$ cat src/azd_pkg.sv
// shared constants and types for the zeroing and status priority block
package azd_pkg;
  // clock and time base
  localparam int CLK_HZ = 200_000_000;
  localparam int TICK_US = 1000;
  localparam int TICK_CYC = CLK_HZ / 1_000_000 * TICK_US;
  // long times, counted in ms ticks
  localparam int WARM_MIN = 6;
  localparam int WARM_MS = WARM_MIN * 60 * 1000;
  localparam int AZ_MAX_MIN = 2;
  localparam int AZ_MAX_MS = AZ_MAX_MIN * 60 * 1000;
  localparam int AZ_STEP_S = 4;
  localparam int AZ_STEP_MS = AZ_STEP_S * 1000;
  // sensor balance window
  localparam logic [11:0] BAL_NOM = 12'h078;
  localparam logic [11:0] BAL_TOL = 12'h00a;
  // reset values
  localparam logic [11:0] DZC_RST = 12'h800;
  localparam logic [15:0] BLINK_RST = 16'h00fa;
  localparam logic [7:0] LFSR_RST = 8'h5a;
  // register byte offsets
  localparam logic [7:0] OFS_CTRL = 8'h00;
  localparam logic [7:0] OFS_STAT = 8'h04;
  localparam logic [7:0] OFS_ZERO = 8'h08;
  localparam logic [7:0] OFS_BLINK = 8'h0c;
  localparam logic [7:0] OFS_IRQ_ST = 8'h10;
  localparam logic [7:0] OFS_IRQ_MSK = 8'h14;
  // field positions
  localparam int CTRL_START = 0;
  localparam int CTRL_CLEAR = 1;
  localparam int IRQ_DONE = 0;
  localparam int IRQ_FAIL = 1;
  localparam int IRQ_EVT = 2;
  localparam int NIRQ = 3;
  // event levels, 0 most important
  localparam int NEV = 10;
  localparam logic [3:0] EV_AZ = 4'h0;
  localparam logic [3:0] EV_FATAL = 4'h1;
  localparam logic [3:0] EV_NORMAL = 4'h9;
  localparam logic [1:0] RESP_OKAY = 2'h0;
  localparam logic [1:0] RESP_DECERR = 2'h3;

  typedef struct packed {
    logic red;
    logic amber_colour;
    logic green;
  } azd_led_type;

  // external event sources, all on aclk
  typedef struct packed {
    logic fatal;
    logic cpu_hot;
    logic sens_cold;
    logic sens_hot;
    logic total_hit;
    logic flow_low;
    logic flow_high;
  } azd_evt_type;

  typedef enum logic [2:0] {
    MSG_NORMAL, MSG_AZ_ON, MSG_AZ_DONE, MSG_AZ_ERR, MSG_FATAL, MSG_WARMUP,
    MSG_ALARM
  } azd_msg_type;

  typedef enum logic {AZ_IDLE, AZ_RUN} azd_az_type;
endpackage

$ cat src/azd_status.sv
// zeroing sequencer, event priority, indicator and axi4-lite registers
//
// The AXI4-Lite register port and the register offsets are this design's own decisions.
`timescale 1ns/1ps
`default_nettype none
module azd_status #(
  parameter int TICK_CYC = azd_pkg::TICK_CYC,
  parameter int WARM_MS = azd_pkg::WARM_MS,
  parameter int AZ_MAX_MS = azd_pkg::AZ_MAX_MS,
  parameter int AZ_STEP_MS = azd_pkg::AZ_STEP_MS
) (
  input wire logic aclk,
  input wire logic aresetn,
  input wire logic [7:0] s_axi_awaddr,
  input wire logic s_axi_awvalid,
  output logic s_axi_awready,
  input wire logic [31:0] s_axi_wdata,
  input wire logic [3:0] s_axi_wstrb,
  input wire logic s_axi_wvalid,
  output logic s_axi_wready,
  output logic [1:0] s_axi_bresp,
  output logic s_axi_bvalid,
  input wire logic s_axi_bready,
  input wire logic [7:0] s_axi_araddr,
  input wire logic s_axi_arvalid,
  output logic s_axi_arready,
  output logic [31:0] s_axi_rdata,
  output logic [1:0] s_axi_rresp,
  output logic s_axi_rvalid,
  input wire logic s_axi_rready,
  input wire azd_pkg::azd_evt_type evt_in,
  input wire logic [11:0] sensor_count,
  input wire logic maint_button,
  output azd_pkg::azd_led_type led,
  output azd_pkg::azd_msg_type disp_msg,
  output logic [11:0] disp_sensor,
  output logic [11:0] diff_zero_count,
  output logic irq
);
  import azd_pkg::*;

  logic [19:0] tick_cnt_q, warm_ms_q, az_ms_q, step_ms_q;
  logic [15:0] blink_ms_q, blink_cnt_q, blink_ms_d;
  logic [7:0] lfsr_q;
  logic tick, warm_done, phase_q, rnd_q;
  logic btn_s1_q, btn_s2_q, btn_s3_q, btn_rise;
  azd_az_type az_q;
  logic az_done_q, az_err_q, fatal_q, az_start, step_now, in_win;
  logic [11:0] dzc_q, shown_q;
  logic [NEV-1:0] ev, ev_prev_q, low_mask;
  logic [3:0] win;
  logic [NIRQ-1:0] irq_st_q, irq_msk_q, irq_set;
  logic aw_hold_q, w_hold_q, bvalid_q, rvalid_q, wr_go;
  logic [7:0] aw_addr_q;
  logic [31:0] w_data_q, wmask, wm, rdata_q, rd_mux;
  logic [1:0] bresp_q, rresp_q, rd_resp;
  azd_led_type led_d, led_q;
  azd_msg_type msg_d, msg_q;

  ////////////////////////////////////////////////////////////////////////
  // time base: one tick per ms keeps the long counters narrow
  assign tick = tick_cnt_q == 20'(TICK_CYC - 1);

  always_ff @(posedge aclk)
  begin
    if (!aresetn || tick)
      tick_cnt_q <= 20'h00000;
    else
      tick_cnt_q <= tick_cnt_q + 20'h00001;
  end

  // warm-up timer from power-up reset
  assign warm_done = warm_ms_q == 20'(WARM_MS);

  always_ff @(posedge aclk)
  begin
    if (!aresetn)
      warm_ms_q <= 20'h00000;
    else if (tick && !warm_done)
      warm_ms_q <= warm_ms_q + 20'h00001;
  end

  // push button is a pin: two flops before anything looks at it
  always_ff @(posedge aclk)
  begin
    if (!aresetn)
    begin
      btn_s1_q <= 1'b0;
      btn_s2_q <= 1'b0;
      btn_s3_q <= 1'b0;
    end
    else
    begin
      btn_s1_q <= maint_button;
      btn_s2_q <= btn_s1_q;
      btn_s3_q <= btn_s2_q;
    end
  end

  assign btn_rise = btn_s2_q && !btn_s3_q;

  ////////////////////////////////////////////////////////////////////////
  // zeroing sequencer
  assign az_start = (wr_go && aw_addr_q == OFS_CTRL && wm[CTRL_START])
                  || (btn_rise && warm_done);
  assign step_now = az_q == AZ_RUN && tick
                  && step_ms_q == 20'(AZ_STEP_MS - 1);
  assign in_win = sensor_count >= BAL_NOM - BAL_TOL
               && sensor_count <= BAL_NOM + BAL_TOL;

  always_ff @(posedge aclk)
  begin
    if (!aresetn)
    begin
      az_q <= AZ_IDLE;
      az_ms_q <= 20'h00000;
      step_ms_q <= 20'h00000;
      dzc_q <= DZC_RST;
      shown_q <= 12'h000;
      az_done_q <= 1'b0;
      az_err_q <= 1'b0;
    end
    else
    begin
      case (az_q)
        AZ_IDLE:
        begin
          if (az_start)
          begin
            az_q <= AZ_RUN;
            az_ms_q <= 20'h00000;
            step_ms_q <= 20'h00000;
            az_done_q <= 1'b0;
            az_err_q <= 1'b0;
          end
          else if (wr_go && aw_addr_q == OFS_CTRL && wm[CTRL_CLEAR])
          begin
            az_done_q <= 1'b0;
            az_err_q <= 1'b0;
          end
        end
        default:
        begin
          if (tick)
          begin
            az_ms_q <= az_ms_q + 20'h00001;
            step_ms_q <= step_now ? 20'h00000 : step_ms_q + 20'h00001;
          end
          if (step_now)
          begin
            shown_q <= sensor_count;
            if (in_win)
            begin
              az_q <= AZ_IDLE;
              az_done_q <= 1'b1;
            end
            else if (az_ms_q >= 20'(AZ_MAX_MS - AZ_STEP_MS))
            begin
              az_q <= AZ_IDLE;
              az_err_q <= 1'b1;
            end
            else if (sensor_count > BAL_NOM)
              dzc_q <= dzc_q - 12'h001;
            else
              dzc_q <= dzc_q + 12'h001;
          end
        end
      endcase
    end
  end

  // fatal stays latched until reset or a maintenance clear
  always_ff @(posedge aclk)
  begin
    if (!aresetn)
      fatal_q <= 1'b0;
    else if (evt_in.fatal)
      fatal_q <= 1'b1;
    else if (wr_go && aw_addr_q == OFS_CTRL && wm[CTRL_CLEAR])
      fatal_q <= 1'b0;
  end

  ////////////////////////////////////////////////////////////////////////
  // event vector, bit index is the priority level
  always_comb
  begin
    ev[0] = az_q == AZ_RUN;
    ev[1] = fatal_q || evt_in.fatal || az_err_q;
    ev[2] = evt_in.cpu_hot;
    ev[3] = !warm_done && !ev[1] && !ev[2];
    ev[4] = evt_in.sens_cold;
    ev[5] = evt_in.sens_hot;
    ev[6] = evt_in.total_hit;
    ev[7] = evt_in.flow_low;
    ev[8] = evt_in.flow_high;
    ev[9] = ev[8:0] == 9'h000;
  end

  // scan from the least important so the lowest level wins
  always_comb
  begin
    win = EV_NORMAL;
    for (int i = NEV - 1; i >= 0; i--)
      if (ev[i])
        win = 4'(i);
  end

  ////////////////////////////////////////////////////////////////////////
  // blink phase and pseudo-random flicker
  always_ff @(posedge aclk)
  begin
    if (!aresetn)
    begin
      blink_cnt_q <= 16'h0000;
      phase_q <= 1'b0;
      rnd_q <= 1'b0;
      lfsr_q <= LFSR_RST;
    end
    else if (tick)
    begin
      lfsr_q <= {lfsr_q[6:0], lfsr_q[7] ^ lfsr_q[5] ^ lfsr_q[4] ^ lfsr_q[3]};
      if (blink_cnt_q >= blink_ms_q)
      begin
        blink_cnt_q <= 16'h0000;
        phase_q <= !phase_q;
        // toggling on only some edges breaks the period up
        if (lfsr_q[0])
          rnd_q <= !rnd_q;
      end
      else
        blink_cnt_q <= blink_cnt_q + 16'h0001;
    end
  end

  // indicator colours and message for the winning level
  always_comb
  begin
    led_d = '0;
    msg_d = MSG_ALARM;
    case (win)
      4'h0: begin led_d.red = rnd_q; msg_d = MSG_AZ_ON; end
      4'h1:
      begin
        led_d.red = 1'b1;
        msg_d = az_err_q ? MSG_AZ_ERR : MSG_FATAL;
      end
      4'h2: begin led_d.red = phase_q; led_d.amber_colour = !phase_q; end
      4'h3: begin led_d.amber_colour = 1'b1; msg_d = MSG_WARMUP; end
      4'h4: led_d.amber_colour = phase_q;
      4'h5: led_d.red = phase_q;
      4'h6: begin led_d.green = phase_q; led_d.amber_colour = !phase_q; end
      4'h7: led_d.green = phase_q;
      4'h8: begin led_d.green = phase_q; led_d.red = !phase_q; end
      default:
      begin
        led_d.green = 1'b1;
        msg_d = az_done_q ? MSG_AZ_DONE : MSG_NORMAL;
      end
    endcase
  end

  always_ff @(posedge aclk)
  begin
    if (!aresetn)
    begin
      led_q <= '0;
      msg_q <= MSG_NORMAL;
    end
    else
    begin
      led_q <= led_d;
      msg_q <= msg_d;
    end
  end

  assign led = led_q;
  assign disp_msg = msg_q;
  assign disp_sensor = shown_q;
  assign diff_zero_count = dzc_q;

  ////////////////////////////////////////////////////////////////////////
  // interrupt status, set wins over a same-cycle clear
  assign irq_set[IRQ_DONE] = step_now && in_win;
  assign irq_set[IRQ_FAIL] = step_now && !in_win
    && az_ms_q >= 20'(AZ_MAX_MS - AZ_STEP_MS);
  assign irq_set[IRQ_EVT] = |(ev[8:1] & ~ev_prev_q[8:1]);

  always_ff @(posedge aclk)
  begin
    if (!aresetn)
    begin
      irq_st_q <= '0;
      irq_msk_q <= '0;
      ev_prev_q <= '0;
    end
    else
    begin
      ev_prev_q <= ev;
      if (wr_go && aw_addr_q == OFS_IRQ_ST)
        irq_st_q <= (irq_st_q & ~wm[NIRQ-1:0]) | irq_set;
      else
        irq_st_q <= irq_st_q | irq_set;
      if (wr_go && aw_addr_q == OFS_IRQ_MSK)
        irq_msk_q <= wm[NIRQ-1:0];
    end
  end

  assign irq = |(irq_st_q & irq_msk_q);

  ////////////////////////////////////////////////////////////////////////
  // axi4-lite write: address and data caught in either order
  assign wmask = {{8{s_axi_wstrb[3]}}, {8{s_axi_wstrb[2]}},
                  {8{s_axi_wstrb[1]}}, {8{s_axi_wstrb[0]}}};
  assign wm = w_data_q;
  assign wr_go = aw_hold_q && w_hold_q && !bvalid_q;
  assign blink_ms_d = w_data_q[15:0];

  always_ff @(posedge aclk)
  begin
    if (!aresetn)
    begin
      aw_hold_q <= 1'b0;
      w_hold_q <= 1'b0;
      bvalid_q <= 1'b0;
      aw_addr_q <= 8'h00;
      w_data_q <= 32'h00000000;
      bresp_q <= RESP_OKAY;
      blink_ms_q <= BLINK_RST;
    end
    else
    begin
      if (s_axi_awvalid && !aw_hold_q)
      begin
        aw_hold_q <= 1'b1;
        aw_addr_q <= {s_axi_awaddr[7:2], 2'b00};
      end
      if (s_axi_wvalid && !w_hold_q)
      begin
        w_hold_q <= 1'b1;
        // unstrobed lanes write zero, so they never start, clear or w1c; mask bytes take zero, blink bytes too unless the whole period is zero
        w_data_q <= s_axi_wdata & wmask;
      end
      if (wr_go)
      begin
        aw_hold_q <= 1'b0;
        w_hold_q <= 1'b0;
        bvalid_q <= 1'b1;
        bresp_q <= (aw_addr_q <= OFS_IRQ_MSK) ? RESP_OKAY : RESP_DECERR;
        if (aw_addr_q == OFS_BLINK && blink_ms_d != 16'h0000)
          blink_ms_q <= blink_ms_d;
      end
      else if (s_axi_bready)
        bvalid_q <= 1'b0;
    end
  end

  assign s_axi_awready = !aw_hold_q;
  assign s_axi_wready = !w_hold_q;
  assign s_axi_bvalid = bvalid_q;
  assign s_axi_bresp = bresp_q;

  // read decode
  always_comb
  begin
    rd_resp = RESP_OKAY;
    if (s_axi_araddr[7:2] == OFS_CTRL[7:2])
      rd_mux = {31'h00000000, az_q == AZ_RUN};
    else if (s_axi_araddr[7:2] == OFS_STAT[7:2])
      rd_mux = {16'h0000, az_err_q, az_done_q, win, ev};
    else if (s_axi_araddr[7:2] == OFS_ZERO[7:2])
      rd_mux = {4'h0, shown_q, 4'h0, dzc_q};
    else if (s_axi_araddr[7:2] == OFS_BLINK[7:2])
      rd_mux = {16'h0000, blink_ms_q};
    else if (s_axi_araddr[7:2] == OFS_IRQ_ST[7:2])
      rd_mux = {29'h00000000, irq_st_q};
    else if (s_axi_araddr[7:2] == OFS_IRQ_MSK[7:2])
      rd_mux = {29'h00000000, irq_msk_q};
    else
    begin
      rd_mux = 32'h00000000;
      rd_resp = RESP_DECERR;
    end
  end

  always_ff @(posedge aclk)
  begin
    if (!aresetn)
    begin
      rvalid_q <= 1'b0;
      rdata_q <= 32'h00000000;
      rresp_q <= RESP_OKAY;
    end
    else if (s_axi_arvalid && !rvalid_q)
    begin
      rvalid_q <= 1'b1;
      rdata_q <= rd_mux;
      rresp_q <= rd_resp;
    end
    else if (s_axi_rready)
      rvalid_q <= 1'b0;
  end

  assign s_axi_arready = !rvalid_q;
  assign s_axi_rvalid = rvalid_q;
  assign s_axi_rdata = rdata_q;
  assign s_axi_rresp = rresp_q;

  ////////////////////////////////////////////////////////////////////////
  // checks
  always_comb
    for (int i = 0; i < NEV; i++)
      low_mask[i] = 4'(i) < win;

  property p_win_lowest;
    @(posedge aclk) disable iff (!aresetn)
    ev[win] && (ev & low_mask) == '0;
  endproperty
  a_win_lowest: assert property (p_win_lowest)
    else $error("winner is not the lowest active level");

  property p_az_top;
    @(posedge aclk) disable iff (!aresetn)
    az_q == AZ_RUN |=> led_q.green == 1'b0 && msg_q == MSG_AZ_ON;
  endproperty
  a_az_top: assert property (p_az_top)
    else $error("zeroing not shown as top level");

  property p_btn_warm;
    @(posedge aclk) disable iff (!aresetn)
    btn_rise && !warm_done && az_q == AZ_IDLE
      && !(wr_go && aw_addr_q == OFS_CTRL) |=> az_q == AZ_IDLE;
  endproperty
  a_btn_warm: assert property (p_btn_warm)
    else $error("button started zeroing during warm-up");

  property p_success;
    @(posedge aclk) disable iff (!aresetn)
    step_now && in_win |=> az_q == AZ_IDLE && az_done_q && !az_err_q;
  endproperty
  a_success: assert property (p_success)
    else $error("settled reading did not end zeroing");

  property p_fail_red;
    @(posedge aclk) disable iff (!aresetn)
    az_err_q && win == EV_FATAL |=> led_q == 3'b100 && msg_q == MSG_AZ_ERR;
  endproperty
  a_fail_red: assert property (p_fail_red)
    else $error("zeroing failure not steady red");

  property p_fatal_hold;
    @(posedge aclk) disable iff (!aresetn)
    fatal_q && !(wr_go && aw_addr_q == OFS_CTRL) |=> fatal_q;
  endproperty
  a_fatal_hold: assert property (p_fatal_hold)
    else $error("fatal dropped without clear");

  property p_normal;
    @(posedge aclk) disable iff (!aresetn)
    ev[8:0] == 9'h000 |=> led_q == 3'b001;
  endproperty
  a_normal: assert property (p_normal)
    else $error("idle state not steady green");

  property p_warmup;
    @(posedge aclk) disable iff (!aresetn)
    !warm_done && ev[2:0] == 3'b000 |-> win == 4'h3;
  endproperty
  a_warmup: assert property (p_warmup)
    else $error("warm-up not indicated");

  property p_az_bound;
    @(posedge aclk) disable iff (!aresetn)
    az_q == AZ_RUN |-> az_ms_q < 20'(AZ_MAX_MS);
  endproperty
  a_az_bound: assert property (p_az_bound)
    else $error("zeroing ran past its limit");

  property p_dzc_step;
    @(posedge aclk) disable iff (!aresetn)
    $changed(dzc_q) |-> $past(step_now);
  endproperty
  a_dzc_step: assert property (p_dzc_step)
    else $error("zero count moved off a step");

  c_success: cover property (@(posedge aclk) step_now && in_win);
  c_fail: cover property (@(posedge aclk) irq_set[IRQ_FAIL]);
  c_btn_block: cover property (@(posedge aclk) btn_rise && !warm_done);
  c_irq: cover property (@(posedge aclk) irq);
endmodule
`default_nettype wire

$ cat config.mk
export PLATFORM = sky130hd
export DESIGN_NAME = azd_status
export DESIGN_NICKNAME = d
export VERILOG_FILES = /design/src/azd_pkg.sv /design/src/azd_status.sv
export SDC_FILE = /design/constraint.sdc
export NUM_CORES = 1
export LEC_CHECK = 0
export BUFFER_PORTS_ARGS = -buffer_cell sky130_fd_sc_hd__buf_4
export CAP_MARGIN = 20
export CORE_ASPECT_RATIO = 1.1
export CORE_UTILIZATION = 52
export DETAILED_ROUTE_END_ITERATION = 7
export PLACE_DENSITY = 0.73
export RECOVER_POWER = 100
export SKIP_CTS_REPAIR_TIMING = 1
export SKIP_LAST_GASP = 1
export SYNTH_ARGS = -nofsm -noshare
export SYNTH_HDL_FRONTEND = slang
export SYNTH_SLANG_ARGS = --single-unit
$ cat constraint.sdc
create_clock -name aclk -period 3.3 [get_ports aclk]
set_input_delay 0.66 -clock aclk [delete_from_list [all_inputs] [get_ports aclk]]
set_output_delay 0.66 -clock aclk [all_outputs]
set_load 0.02 [all_outputs]
* Yosys cells after proc, flatten, opt, wreduce, memory -nomap -nowiden
Index checks and enable logic that the tools add are counted.
** Storage, ports and cells
- Bits in registers :: 236
- Input port bits :: 79
- Output and inout port bits :: 72
- Word-level logic and storage cells :: 205
** Operators by class
- Add/sub/neg operators :: 7
- $lt $le $gt $ge :: 6
- Equality and inequality tests :: 24
- Muxes and demuxes :: 56
- Bitwise operators :: 14
- Reductions and logical operators :: 64
** Operator list (number)
- $mux W20 :: 6
- $mux W28 :: 3
- $add A20 B1 Y20 const B :: 4
- $mux W16 :: 2
- $mux W4 :: 8
- $eq A6 B3 Y1 const B :: 4
- $logic_and A1 B1 Y1 :: 22
- $eq A20 B12 Y1 const B :: 1
- $eq A20 B18 Y1 const B :: 1
- $eq A20 B19 Y1 const B :: 1
- $ge A20 B17 Y1 const B :: 1
- $mux W1 :: 20
- $eq A6 B2 Y1 const B :: 3
- $add A16 B1 Y16 const B :: 1
- $and A16 B16 Y16 :: 1
- $eq A4 B3 Y1 const B :: 4
- $ge A16 B16 Y1 :: 1
- $mux W2 :: 8
- $reduce_bool A16 Y1 :: 1
- $add A12 B1 Y12 const B :: 1
- $ge A12 B7 Y1 const B :: 1
- $gt A12 B7 Y1 const B :: 1
- $le A12 B8 Y1 const B :: 1
- $logic_not A1 Y1 :: 12
- other kinds (35) :: 63

* Depth between registers and ports, before layout
- Depth after elaboration :: 12
- Mapped depth :: 11
- Mapped depth without buffers :: 11

* Least setup slack after synthesis
Ideal clock, no wire load.
- Path type :: input -> register
- From :: in sensor_count[8]
- To :: reg dzc_q[7], in the netlist diff_zero_count[7]
- Data arrival time :: 3.425 ns
- Data required time :: 3.230 ns
- Setup slack :: -0.196 ns
- Stages on the path :: 11
- Cells stage by stage :: or4_1 -> nor2_1 -> o21a_1 -> inv_1 -> ha_1 -> a21o_1 -> a21oi_1 -> a21boi_0 -> or4b_2 -> a31o_1 -> a21oi_1
** Between the ends
- Cells in the longest elaborated chain, start to end :: 4
- Elaborated cells between the ends (all ways) :: 7
- Classes of those cells :: order compare (3); mux (1); bitwise (1); reduce/logical (2)
** RTL lines
- from (decl) :: line azd_status.sv:32 : input wire logic [11:0] sensor_count,
- $ge A12 B7 Y1 / $le A12 B8 Y1 (equally long branches) :: line azd_status.sv:108, azd_status.sv:109
- $logic_and A1 B1 Y1 :: line azd_status.sv:109 : && sensor_count <= BAL_NOM + BAL_TOL;
- $not A1 Y1 (no line)
- $reduce_and A4 Y1 (no line)
- to (signal assigned) :: line azd_status.sv:163 : dzc_q <= dzc_q - 12'h001;
- to (signal assigned) :: line azd_status.sv:165 : dzc_q <= dzc_q + 12'h001;
- to (decl) :: line azd_status.sv:49 : logic [11:0] dzc_q, shown_q;
Parallel ways exist; a longest one is shown, timed or not.
A chain may end at the register's enable or synchronous reset.

* Final worst setup path
- From :: reg tick_cnt_q[0]
- To :: reg step_ms_q[14]
** Between the ends
- Cells in the longest elaborated chain, start to end :: 6
- Elaborated cells between the ends (all ways) :: 8
- Classes of those cells :: eq/ne (2); mux (3); reduce/logical (3)
** RTL lines
- from (decl) :: line azd_status.sv:42 : logic [19:0] tick_cnt_q, warm_ms_q, az_ms_q, step_ms_q;
- from (signal assigned) :: line azd_status.sv:69 : tick_cnt_q <= tick_cnt_q + 20'h00001;
- $eq A20 B18 Y1 * :: line azd_status.sv:62 : assign tick = tick_cnt_q == 20'(TICK_CYC - 1);
- $logic_and A1 B1 Y1 :: line azd_status.sv:106 : assign step_now = az_q == AZ_RUN && tick
- $logic_and A1 B1 Y1 :: line azd_status.sv:107 : && step_ms_q == 20'(AZ_STEP_MS - 1);
- $mux W20 :: line azd_status.sv:147 : step_ms_q <= step_now ? 20'h00000 : step_ms_q + 20'h00001;
- $mux W20 :: line azd_status.sv:144 : if (tick)
- $mux W20 :: line azd_status.sv:125 : case (az_q)
- to (signal assigned) :: line azd_status.sv:147
- to (decl) :: line azd_status.sv:42
Every way passes the cells marked *; elsewhere a longest branch is shown, timed or not. The select of a mux whose other input is x is not followed.

==> metrics.txt <==
run status=finished with violations; failing checks=capacitance limit, slew limit; vias per inst=5.61; final count of hold timing violations=0; utilization after layout=0.623; TritonCTS clock tree=done; Crit. End Element=register; Routed WL=28.8 mm; area grow syn2layout=16.9%; worst skew pair latency=between 0.5 and 0.6 ns; Synth Area in Compound Gates=0.134; Cell variety after synth=73; commonest non-fill, non-tap cell in the layout=dfxtp_1; Pre-Repair DR Iteration Count=5; io pins=between 150 and 200; setup slack after placement=-0.141 ns; Setup crit start=tick_cnt_q[0]$_SDFF_PP0_; clock-pin slew on the worst setup and hold paths=0.07 ns; most frequent cells in the layout=dfxtp_1, nor2_1, nand2_1; post-synthesis adder-cell area fraction=0.0392; instance count of the mapped netlist=~1400; largest family of logic cells by synthesized area=simple AND/OR/NAND/NOR gates; largest net degree at the start of global routing=66; post-synthesis mux area share=0.0401; global route overflow=0; DIE WIDTH=141 µm; FF-to-FF setup slack=0.24 ns; Hold Crit Class=in -> reg; Filler Cell Count=between 1500 and 2000; Worst R2R End=step_ms_q[14]$_SDFFE_PN0P_; ys async rst share=0; FMAX=327 MHz; reg2reg start=tick_cnt_q[0]$_SDFF_PP0_; # nets final=1590; CP Max Fanout=16; simple-gate share of the synthesized area=0.272; Die H=around 150 µm; slew margin rel.=-0.480; Slew Viols, Final=65; Worst Setup Path Type=reg -> reg; Max Clock Skew=0.00934 ns; RePlAce Congestion=0.911; leak pwr=roughly 4.9 nW; final worst slack=0.239 ns; EDFF count, synth=0; CORE AREA=slightly above 20000 µm²; vias in the first global route=approximately 9200; syn avg cell area=slightly above 8 µm²; CP Capture Point=step_ms_q[14]$_SDFFE_PN0P_; Post-Place Cells=1736; vias=around 10000; Antenna Cells=0; Worst EP arrival=3.49 ns; Netlist Area Pre-Place=11000 µm²; RSZ-0062 raised after global routing=no; CTS buffer count=24; gr usage total=0.264; startpoint types=register; Clock Sink Count=229; htree depth=1; worst slew pin tran=between 2 and 2.5 ns; Reg2Reg Depth=8; yosys warns=0; Worst VDD drop=approximately 0.00037 V; layout cells sized above 1=0.0957; # setup viols final=0; min cycle time layout=3.06 ns; sequential area share after synthesis=0.415; initial antenna violation count=0; initial DRC count=568; FF+latch count, synth=229; drt wl/cell=16.2 µm; Root Buffer=clkbuf_16; Max clock buf depth=3; Crit path required time=3.73 ns; first-pass GRT wire length=46.8 mm; Synth Flop Type=dfxtp_1; ANT nets after route=0; HPWL Detailed=20.6 mm; drt drc=0; PortBufs=between 100 and 150; period utilisation layout=0.928; XOR/XNOR share of the synthesized area=0.0539; fin cells=1780; PD cells=470 nW/µm²; max_cap viols=1; DIE AREA=21800 µm²; num rows=55; Initial Util=0.533
-- through the flow --
step                hold WS [ns]  power, mW  setup TNS, ns  area, µm²
finish                     0.337       6.07              0      12900
detailed placement         0.429       3.21         -0.256      12400
floorplan                  0.412       3.07              0      11100
CTS                        0.333       6.12              0      13200
global route               0.346       6.26              0      12900
global placement           0.424       3.21         -0.183      12400
-- flip-flops by register name, summed over array words and instances (netlist names), 6 cells and up --
name,count
lfsr_q,8
step_ms_q,20
disp_sensor,12
blink_ms_q,16
diff_zero_count,12
ev_prev_q,8
tick_cnt_q,20
s_axi_rdata,28
aw_addr_q,6
w_data_q,16
blink_cnt_q,16
warm_ms_q,20
az_ms_q,20
-- power by group --
group / switching (mW) / internal, mW / total [mW]
Clock: 1.12 / 1.81 / 2.93
Combinational: 0.203 / 0.115 / 0.318
Sequential: 0.0282 / 2.80 / 2.83
-- cells in the mapped netlist (33+ instances only) --
library cell | instances | area, µm²
a21oi_1 | 108 | 541
clkbuf_1 | 53 | 199
dfxtp_1 | 229 | 4580
ha_1 | 33 | 413
inv_1 | 55 | 206
mux2i_1 | 42 | 420
nand2_1 | 144 | 541
nand3_1 | 58 | 290
nand4_1 | 42 | 263
nor2_1 | 189 | 709
nor3_1 | 43 | 215
o21ai_0 | 42 | 210
xnor2_1 | 36 | 315
-- critical path, stage by stage, from the launching register on --
cell and delay (ns):
dfxtp_1 0.36, ha_1 0.22, nand2_1 0.10, or4_1 0.60, o21ai_0 0.39, buf_4 0.30
nand4_2 0.29, or4_1 0.55, a21oi_1 0.16
-- logic make-up (layout without fill, tap and decap cells) --
| family | Yosys count | in the layout |
|---|---|---|
| flops | 229 | 229 |
| simple gates | 616 | 616 |
| mux | 44 | 44 |
| buf+inv | 124 | 260 |
| xor+xnor | 68 | 68 |
| fa+ha+maj | 34 | 34 |
| other cells | 1 | 4 |
| compound gates | 240 | 240 |
-- worst min-delay path by stage --
stage                   startpoint                         to  cells after the start
6_report              s_axi_rready  s_axi_rvalid$_SDFFE_PN0P_                      2
2_1_floorplan  btn_s1_q$_SDFF_PN0_        btn_s2_q$_SDFF_PN0_                      1
3_5_place_dp   btn_s1_q$_SDFF_PN0_        btn_s2_q$_SDFF_PN0_                      1
3_3_place_gp   btn_s1_q$_SDFF_PN0_        btn_s2_q$_SDFF_PN0_                      1
5_1_grt               s_axi_rready  s_axi_rvalid$_SDFFE_PN0P_                      2
4_1_cts               s_axi_rready  s_axi_rvalid$_SDFFE_PN0P_                      2
-- area by class of cell --
class | instances | area, µm² | share of cell area
Clock inverter | 10 | 159 | 0.0123
Tap cell | 285 | 357 | 0.0276
Inverter | 55 | 206 | 0.0160
Multi-Input combinational cell | 1006 | 5960 | 0.461
Sequential cell | 229 | 4580 | 0.355
Clock buffer | 34 | 709 | 0.0549
Timing Repair Buffer | 161 | 941 | 0.0729
-- layer usage --
layer | GRT usage | up-vias | part of all wire
met4 | 0.0688 | 0 | 0.021
met1 | 0.346 | 4674 | 0.46
met3 | 0.0341 | 42 | 0.050
met5 | 0 | - | 0
met2 | 0.457 | 283 | 0.47
li1 | - | 4984 | -
No activity file was read; power rests on OpenSTA's default activity.
